**config.mk**
```make
export PLATFORM = sky130hd
export DESIGN_NAME = uafc_ctrl
export DESIGN_NICKNAME = d
export VERILOG_FILES = /design/src/uafc_pkg.sv /design/src/uafc_ctrl.sv /design/src/uafc_buf2.sv
export VERILOG_INCLUDE_DIRS = /design/src
export SDC_FILE = /design/constraint.sdc
export NUM_CORES = 1
export LEC_CHECK = 0
export ABC_AREA = 1
export ABC_CLOCK_PERIOD_IN_PS = 4000
export BUFFER_PORTS_ARGS = -buffer_cell sky130_fd_sc_hd__buf_2
export CORE_ASPECT_RATIO = 1.4
export CORE_MARGIN = 3
export CORE_UTILIZATION = 53
export DETAILED_ROUTE_END_ITERATION = 16
export GPL_TIMING_DRIVEN = 0
export PLACE_DENSITY_LB_ADDON = 0.1
export SYNTH_ARGS = -nofsm -noshare
export SYNTH_HDL_FRONTEND = slang
export SYNTH_SLANG_ARGS = --single-unit
```
**constraint.sdc**
```tcl
create_clock -name clk -period 4 [get_ports clk]
set_clock_uncertainty 0.2 [all_clocks]
set_input_delay 0.6 -clock clk [delete_from_list [all_inputs] [get_ports clk]]
set_output_delay 0.6 -clock clk [all_outputs]
set_load 0.05 [all_outputs]
```
**src/uafc_defs.svh**
```systemverilog
/*
 * Constants for the UART line-control block: field codes, field
 * positions and reset values.
 * Assumes it is included by bare name from the package.
 */
`ifndef UAFC_DEFS_SVH
`define UAFC_DEFS_SVH

// -----------------------------------------------------------------
// Flow control field
// -----------------------------------------------------------------
`define UAFC_FC_MODE_MSB 2
`define UAFC_FC_HALF_DUPLEX_BIT 3
`define UAFC_FC_HW 3'h1
`define UAFC_FC_SW 3'h2
`define UAFC_FC_MD_RXONLY 3'h3
`define UAFC_FC_MD_GATED 3'h4

// -----------------------------------------------------------------
// Pin function field
// -----------------------------------------------------------------
`define UAFC_PF_SEL_MSB 2
`define UAFC_PF_POL_BIT 3
`define UAFC_PF_RTS 3'h1
`define UAFC_PF_RS485 3'h3

// -----------------------------------------------------------------
// Widths and reset values
// -----------------------------------------------------------------
`define UAFC_CHAR_W 9
`define UAFC_ADDR_BIT 8
`define UAFC_DLY_W 4
`define UAFC_PIN_RST 1'h1
`define UAFC_LINE_IDLE 1'h1

`endif

```
**src/uafc_pkg.sv**
```systemverilog
/*
 * Types for the UART line-control block.
 * Assumes uafc_defs.svh is on the include path.
 */
`include "uafc_defs.svh"

package uafc_pkg;

    // -------------------------------------------------------------
    // Driver-enable sequencing states
    // -------------------------------------------------------------
    typedef enum logic [1:0] {
        UAFC_DE_IDLE,
        UAFC_DE_SEND,
        UAFC_DE_HOLD
    } uafc_de_e;

    typedef logic [`UAFC_CHAR_W-1:0] uafc_char_t;

endpackage

```
**src/uafc_ctrl.sv**
```systemverilog
/*
 * Line-control logic of one UART channel: in-band pause/resume,
 * hardware handshake, automatic RS-485 driver enable with turnaround
 * delay, multidrop address matching and half-duplex receive blanking.
 * Assumes a UART core beside it that shifts characters, pulses
 * core_tx_done at the end of each stop bit and bit_tick once per bit
 * time at the programmed baud rate, and presents received characters
 * with the ninth or parity bit in bit 8.
 */
`timescale 1ns/1ps

module uafc_ctrl
    import uafc_pkg::*;
(
    input wire logic clk,
    input wire logic resetn,
    input wire logic [3:0] flow_ctrl,
    input wire logic [3:0] pin_func,
    input wire logic [3:0] turnaround_delay,
    input wire logic [7:0] resume_char,
    input wire logic [7:0] pause_char,
    input wire logic txf_valid,
    output logic txf_ready,
    input wire logic [8:0] txf_data,
    output logic core_tx_valid,
    input wire logic core_tx_ready,
    output logic [8:0] core_tx_data,
    input wire logic core_tx_busy,
    input wire logic core_tx_done,
    input wire logic bit_tick,
    input wire logic rx_pin,
    output logic rx_line,
    input wire logic core_rx_valid,
    output logic core_rx_ready,
    input wire logic [8:0] core_rx_data,
    output logic rxf_valid,
    input wire logic rxf_ready,
    output logic [8:0] rxf_data,
    input wire logic rxf_room,
    output logic driver_enable_pin,
    output logic tx_paused,
    output logic addr_matched
);

    // -------------------------------------------------------------
    // Mode decode
    // -------------------------------------------------------------
    logic [2:0] fc_mode;
    logic half_duplex;
    logic [2:0] pf_sel;
    logic sw_mode;
    logic hw_mode;
    logic md_mode;
    logic md_gated;
    logic rs485_mode;
    logic rts_mode;

    assign fc_mode = flow_ctrl[`UAFC_FC_MODE_MSB:0];
    assign half_duplex = flow_ctrl[`UAFC_FC_HALF_DUPLEX_BIT];
    assign pf_sel = pin_func[`UAFC_PF_SEL_MSB:0];
    assign sw_mode = (fc_mode == `UAFC_FC_SW);
    assign hw_mode = (fc_mode == `UAFC_FC_HW);
    assign md_mode = (fc_mode == `UAFC_FC_MD_RXONLY) | (fc_mode == `UAFC_FC_MD_GATED);
    assign md_gated = (fc_mode == `UAFC_FC_MD_GATED);
    assign rs485_mode = (pf_sel == `UAFC_PF_RS485);
    assign rts_mode = (pf_sel == `UAFC_PF_RTS) & hw_mode;

    // -------------------------------------------------------------
    // Receive pin synchroniser and blanking
    // -------------------------------------------------------------
    logic rx_sync1_reg;
    logic rx_sync2_reg;
    logic rx_line_reg;
    logic rx_blank;

    always_ff @(posedge clk or negedge resetn) begin
        if (!resetn) begin
            rx_sync1_reg <= `UAFC_LINE_IDLE;
            rx_sync2_reg <= `UAFC_LINE_IDLE;
        end else begin
            rx_sync1_reg <= rx_pin;
            rx_sync2_reg <= rx_sync1_reg;
        end
    end

    // Own transmission must not echo into the receiver
    assign rx_blank = half_duplex & core_tx_busy;

    always_ff @(posedge clk or negedge resetn) begin
        if (!resetn) begin
            rx_line_reg <= `UAFC_LINE_IDLE;
        end else begin
            rx_line_reg <= rx_blank ? `UAFC_LINE_IDLE : rx_sync2_reg;
        end
    end

    assign rx_line = rx_line_reg;

    // -------------------------------------------------------------
    // Received character classification
    // -------------------------------------------------------------
    logic rx_take;
    logic rx_is_addr;
    logic rx_hit_uni;
    logic rx_hit_multi;
    logic rx_hit_pause;
    logic rx_hit_resume;
    logic buf_in_ready;
    logic buf_in_valid;

    assign rx_take = core_rx_valid & core_rx_ready & ~rx_blank;
    assign rx_is_addr = core_rx_data[`UAFC_ADDR_BIT];
    assign rx_hit_uni = (core_rx_data[7:0] == resume_char);
    assign rx_hit_multi = (core_rx_data[7:0] == pause_char);
    assign rx_hit_pause = rx_take & sw_mode & (core_rx_data[7:0] == pause_char);
    assign rx_hit_resume = rx_take & sw_mode & (core_rx_data[7:0] == resume_char);

    // -------------------------------------------------------------
    // Pause state
    // -------------------------------------------------------------
    logic paused_reg;

    always_ff @(posedge clk or negedge resetn) begin
        if (!resetn) begin
            paused_reg <= 1'h0;
        end else if (!sw_mode) begin
            paused_reg <= 1'h0;
        end else if (rx_hit_pause) begin
            paused_reg <= 1'h1;
        end else if (rx_hit_resume) begin
            paused_reg <= 1'h0;
        end
    end

    assign tx_paused = paused_reg;

    // -------------------------------------------------------------
    // Multidrop address match
    // -------------------------------------------------------------
    logic match_reg;

    always_ff @(posedge clk or negedge resetn) begin
        if (!resetn) begin
            match_reg <= 1'h0;
        end else if (!md_mode) begin
            match_reg <= 1'h0;
        end else if (rx_take & rx_is_addr) begin
            if (rx_hit_uni | rx_hit_multi) begin
                match_reg <= 1'h1;
            end else begin
                match_reg <= 1'h0;
            end
        end
    end

    assign addr_matched = match_reg;

    // -------------------------------------------------------------
    // Receive path into the two-entry buffer
    // -------------------------------------------------------------
    assign core_rx_ready = buf_in_ready;
    assign buf_in_valid = core_rx_valid & ~rx_blank
        & (~md_mode | (match_reg & ~rx_is_addr));

    uafc_buf2 #(
        .WIDTH(`UAFC_CHAR_W)
    ) u_rx_buf (
        .clk(clk),
        .resetn(resetn),
        .in_valid(buf_in_valid),
        .in_ready(buf_in_ready),
        .in_data(core_rx_data),
        .out_valid(rxf_valid),
        .out_ready(rxf_ready),
        .out_data(rxf_data)
    );

    // -------------------------------------------------------------
    // Transmit staging
    // -------------------------------------------------------------
    logic stage_valid_reg;
    logic [8:0] stage_data_reg;
    logic tx_allowed;
    logic tx_want;
    logic tx_hand;

    assign tx_allowed = ~paused_reg & (~md_gated | match_reg);
    assign tx_want = stage_valid_reg & tx_allowed;
    assign txf_ready = ~stage_valid_reg | tx_hand;

    always_ff @(posedge clk or negedge resetn) begin
        if (!resetn) begin
            stage_valid_reg <= 1'h0;
        end else if (txf_ready) begin
            stage_valid_reg <= txf_valid;
        end
    end

    always_ff @(posedge clk or negedge resetn) begin
        if (!resetn) begin
            stage_data_reg <= '0;
        end else if (txf_ready & txf_valid) begin
            stage_data_reg <= txf_data;
        end
    end

    assign core_tx_data = stage_data_reg;

    // -------------------------------------------------------------
    // Character in flight inside the shift core
    // -------------------------------------------------------------
    logic inflight_reg;

    // Tells a finished character from an offer that gating withdrew
    always_ff @(posedge clk or negedge resetn) begin
        if (!resetn) begin
            inflight_reg <= 1'h0;
        end else if (tx_hand) begin
            inflight_reg <= 1'h1;
        end else if (core_tx_done) begin
            inflight_reg <= 1'h0;
        end
    end

    // -------------------------------------------------------------
    // Driver-enable sequencing
    // -------------------------------------------------------------
    uafc_de_e de_state_reg;
    uafc_de_e de_state_next;
    logic [`UAFC_DLY_W-1:0] hold_cnt_reg;
    logic de_live_reg;
    logic de_on;

    always_comb begin
        de_state_next = de_state_reg;
        case (de_state_reg)
            UAFC_DE_IDLE: begin
                if (rs485_mode & tx_want) begin
                    de_state_next = UAFC_DE_SEND;
                end
            end
            UAFC_DE_SEND: begin
                if (!rs485_mode) begin
                    de_state_next = UAFC_DE_IDLE;
                end else if (core_tx_done & ~tx_want & ~core_tx_valid) begin
                    if (turnaround_delay == 4'h0) begin
                        de_state_next = UAFC_DE_IDLE;
                    end else begin
                        de_state_next = UAFC_DE_HOLD;
                    end
                end else if (~tx_want & ~inflight_reg) begin
                    // Offer withdrawn before the core took it
                    if (turnaround_delay == 4'h0) begin
                        de_state_next = UAFC_DE_IDLE;
                    end else begin
                        de_state_next = UAFC_DE_HOLD;
                    end
                end
            end
            UAFC_DE_HOLD: begin
                if (!rs485_mode) begin
                    de_state_next = UAFC_DE_IDLE;
                end else if (tx_want) begin
                    de_state_next = UAFC_DE_SEND;
                end else if (bit_tick & (hold_cnt_reg == 4'h1)) begin
                    de_state_next = UAFC_DE_IDLE;
                end
            end
            default: begin
                de_state_next = UAFC_DE_IDLE;
            end
        endcase
    end

    always_ff @(posedge clk or negedge resetn) begin
        if (!resetn) begin
            de_state_reg <= UAFC_DE_IDLE;
        end else begin
            de_state_reg <= de_state_next;
        end
    end

    always_ff @(posedge clk or negedge resetn) begin
        if (!resetn) begin
            hold_cnt_reg <= 4'h0;
        end else if (de_state_reg != UAFC_DE_HOLD) begin
            hold_cnt_reg <= turnaround_delay;
        end else if (bit_tick & (hold_cnt_reg != 4'h0)) begin
            hold_cnt_reg <= hold_cnt_reg - 4'h1;
        end
    end

    assign de_on = (de_state_next != UAFC_DE_IDLE);

    always_ff @(posedge clk or negedge resetn) begin
        if (!resetn) begin
            de_live_reg <= 1'h0;
        end else begin
            de_live_reg <= de_on;
        end
    end

    // Character goes to the core only once the pin already drives
    assign core_tx_valid = tx_want
        & (~rs485_mode | (de_live_reg & (de_state_reg == UAFC_DE_SEND)));
    assign tx_hand = core_tx_valid & core_tx_ready;

    // -------------------------------------------------------------
    // Shared enable / request-to-send pin
    // -------------------------------------------------------------
    logic pin_reg;

    // Inactive level until a pin use is chosen
    always_ff @(posedge clk or negedge resetn) begin
        if (!resetn) begin
            pin_reg <= `UAFC_PIN_RST;
        end else if (rs485_mode) begin
            pin_reg <= de_on ^ pin_func[`UAFC_PF_POL_BIT];
        end else if (rts_mode) begin
            pin_reg <= ~rxf_room;
        end else begin
            pin_reg <= `UAFC_PIN_RST;
        end
    end

    assign driver_enable_pin = pin_reg;

endmodule

```
**src/uafc_buf2.sv**
```systemverilog
/*
 * Two-entry skid buffer with valid and ready on both sides.
 * Assumes a single clock and an active-low asynchronous reset.
 */
`timescale 1ns/1ps

module uafc_buf2 #(
    parameter int WIDTH = 9
) (
    input wire logic clk,
    input wire logic resetn,
    input wire logic in_valid,
    output logic in_ready,
    input wire logic [WIDTH-1:0] in_data,
    output logic out_valid,
    input wire logic out_ready,
    output logic [WIDTH-1:0] out_data
);

    // -------------------------------------------------------------
    // Storage
    // -------------------------------------------------------------
    logic [WIDTH-1:0] head_reg;
    logic [WIDTH-1:0] tail_reg;
    logic [1:0] count_reg;
    logic push;
    logic pop;

    assign in_ready = (count_reg != 2'h2);
    assign out_valid = (count_reg != 2'h0);
    assign out_data = head_reg;
    assign push = in_valid & in_ready;
    assign pop = out_valid & out_ready;

    always_ff @(posedge clk or negedge resetn) begin
        if (!resetn) begin
            count_reg <= 2'h0;
        end else if (push & ~pop) begin
            count_reg <= count_reg + 2'h1;
        end else if (pop & ~push) begin
            count_reg <= count_reg - 2'h1;
        end
    end

    always_ff @(posedge clk or negedge resetn) begin
        if (!resetn) begin
            head_reg <= '0;
            tail_reg <= '0;
        end else begin
            if (pop) begin
                head_reg <= (count_reg == 2'h2) ? tail_reg : in_data;
            end else if (push & (count_reg == 2'h0)) begin
                head_reg <= in_data;
            end
            if (push & ((count_reg == 2'h2) | ((count_reg == 2'h1) & ~pop))) begin
                tail_reg <= in_data;
            end
        end
    end

endmodule

```
==> results_dict.tcl <==
set metrics [dict create \
    power_frac_comb 0.487 \
    grt_pass1_vias 2113 \
    cellLeakagePower_nw 1.66 \
    crit_buf_inv 2 \
    routed_wl_mm 4.99 \
    yosysSeqAreaShare 0.472 \
    multiInputGateArea_um2 1070 \
    yosysMostFrequentCell "nand2_1" \
    whs_path_depth 0 \
    placed_cells 433 \
    dr_wl_met3_um 276 \
    cp.required_ns 3.20 \
    antenna_found_initial 0 \
    max_stage_delay_ns 0.40 \
    power.density_nw_per_um2 688 \
    internal_power_w 0.00109 \
    hold_path.class "reg -> reg" \
    hold_ws_ns 0.162 \
    portBuffers 81 \
    tritoncts "done" \
    maxCapViolCount 0 \
    crit_top_cell "nand2_1" \
    cp.arrival_ns 1.74 \
    finalCritPeriodShare 0.636 \
    wl_met1_mm 2.05 \
    syn_avg_cell_area_um2 8.03 \
    start_util 0.553 \
    async_flop_share 1.00 \
    synth_flop_cell "dfrtp_1" \
    cts_max_level 2 \
    cts_buffers 5 \
    crit_slowest_cell "dfrtp_1" \
    worstSetupPathType "reg -> out" \
    period_needed_ns 2.54 \
    clk_pin_slew_ns 0.08 \
    ff2ff_path_depth 8 \
    fp.dieH_um 84.7 \
    synth_edf_count 0 \
    vias 2108 \
    rsz0062_at_grt "false" \
    report.final.hold_viol_count 0 \
    tns_ns 0 \
    wl_met2_mm 2.51 \
    setup_viol 0 \
    max_freq_mhz 393 \
    drt_iter0_drc 86 \
    synthTopCellsByArea "dfrtp_1 43%, nand2_1 14%, nand3_1 7.3%" \
    utilization 0.696 \
    hpwl_mm 3.96 \
    ys_ff_latch 44 \
    grtUsageTotal 0.205 \
    routedWlPerCell_um 11.3 \
    path_cells "nor2_1 > nand2_1 > a21oi_2 > nand2_1 > nand2_2 > clkbuf_8 > buf_2" \
    vias_per_cell 4.78 \
    syn_area_um2 2340 \
    drc 0 \
    ys.warnings.count 0 \
    ant_nets 0 \
    yosysUniqueCellTypes 24 \
    yosysTopAreaCell "dfrtp_1" \
    overflow 0 \
    postCtsHoldBufs 0 \
    syn2layout_area_growth_pct 25.9 \
    power_switching_w 0.000944 \
    worst_pin_slew_ns 0.936 \
    dr.pass1.iters 4 \
    seq_area_um2 1110 \
    pwr-share-clk 0.181 \
    clockBufferDepth 2 \
    ios 83 \
    clock-sinks 44 \
    antennaDiodeCount 0 \
    cts_resized 0 \
    grt_pass1_wl_mm 8.65 \
    worstSetupStartpointType "flip-flop" \
    clk_latency_ns 0.30 \
    slew_headroom 0.376 \
    synth_top_area_frac 0.427 \
    die_w_um 62.2 \
    cp_num_cells 7 \
    layout-drive-gt1-share 0.273 \
    top_layer "met4" \
    p_seq_frac 0.332 \
    synth_cells 292 \
    fp.coreArea_um2 4240 \
    path_delay_family "simple AND/OR/NAND/NOR gates" \
    synth_fp_nets 355 \
    num-fill-cells 389 \
    clock-root-buffer "clkbuf_8" \
    post-cts-setup-buffers 0 \
    rows 28 \
    cp_max_fo 10 \
    gp_congestion 0.843 \
    switching_share 0.465 \
    fin_nets 443 \
    grt_max_degree 45 \
    ys_top_cells_by_count "88 x nand2_1, 40 x dfrtp_1, 34 x nand3_1, 33 x inv_1, 22 x nor2_1" \
    endpoint_kind "output pin" \
    final_cells 441 \
    peakVddDrop_v 0.000386 \
    dieArea_um2 5270 \
    status "finished clean" \
    final_max_slew_viol_count 0 \
]
==> stage by stage <==
step | instance area, um^2 | power (W) | worst slack, ns
after floorplan | 2340 | 0.00143 | 1.29
after global placement | 2830 | 0.00165 | 1.48
after detailed placement | 2830 | 0.00168 | 1.48
after CTS | 2950 | 0.00205 | 1.43
after global routing | 2950 | 0.00217 | 1.32
final | 2950 | 0.00203 | 1.46
==> kinds of logic (layout without fill, tap and decap cells) <==
family | Yosys count | count (layout) | share of synthesized area
and+or+nand+nor | 154 | 154 | 0.280
xor gates and xnor gates | 20 | 20 | 0.0747
AOI/OAI and AO/OA | 30 | 30 | 0.0699
buffers and inverters | 38 | 127 | 0.0715
DFF | 44 | 44 | 0.472
adders and majority gates | 6 | 6 | 0.0320
==> power groups by stage <==
stage | sequential [W] | clock [W] | combinational [W]
after floorplan | 0.000990 | 0 | 0.000440
after global placement | 0.000676 | 0 | 0.000976
after detailed placement | 0.000682 | 0 | 0.000997
after CTS | 0.000675 | 0.000377 | 0.000998
after global routing | 0.000697 | 0.000397 | 0.00108
final | 0.000673 | 0.000368 | 0.000988
==> cell type report <==
| type | count | share of cell area |
|---|---|---|
| clock buffers | 7 | 0.0326 |
| well taps | 60 | 0.0254 |
| clock inverters | 1 | 0.0102 |
| repair buffers | 81 | 0.137 |
| flip-flops and latches | 44 | 0.375 |
| multi-input cells | 210 | 0.363 |
| plain buffers | 5 | 0.0148 |
| inverters | 33 | 0.0420 |
==> path summary, 6_finish.rpt <==
check,start,slack (ns),to
hold reg to reg,rx_sync1_reg,0.16,rx_sync2_reg
setup reg to reg,u_rx_buf.count_reg[0],1.91,u_rx_buf.count_reg[1]
setup / recovery,tx_paused,1.46,txf_ready
hold / removal,rx_sync1_reg,0.16,rx_sync2_reg
min in group asynchronous,resetn,0.24,u_rx_buf.out_data[3]
max in group asynchronous,resetn,2.78,inflight_reg
==> layer usage <==
layer  vias to the layer above  global-route usage
met3                        13              0.0469
li1                       1097                   -
met2                        60               0.374
met5                         -                   0
met4                         0              0.0946
met1                       938               0.226
==> worst register-to-register path: cells and delay by family (launching register included) <==
family                     cells  cell delay (ns)
DFF                            1             0.41
AOI/OAI and AO/OA              1             0.07
buffers and inverters          3             0.55
and+or+nand+nor                2             0.19
adders and majority gates      2             0.56
==> placed cells by master, fill, tap and decap left out <==
cell type	synthesis	routed
buf_2	0	81
nor3_1	3	3
a21oi_2	1	1
ha_1	6	6
bufinv_16	0	1
dfrtp_1	40	40
clkbuf_8	1	8
dfstp_2	4	4
o21ai_1	1	1
xnor2_1	13	13
nand2_1	88	88
nor4_1	1	1
nor2_4	1	1
nor2_1	22	22
clkbuf_1	2	2
o21ai_0	10	10
o22ai_1	1	1
nand3_1	34	34
inv_1	33	33
buf_6	2	2
o21ai_2	1	1
a21oi_1	14	14
nand2_2	3	3
nand2_4	2	2
o21a_1	2	2
xor2_1	7	7
Note: power is estimated with default switching activity, not from simulation.
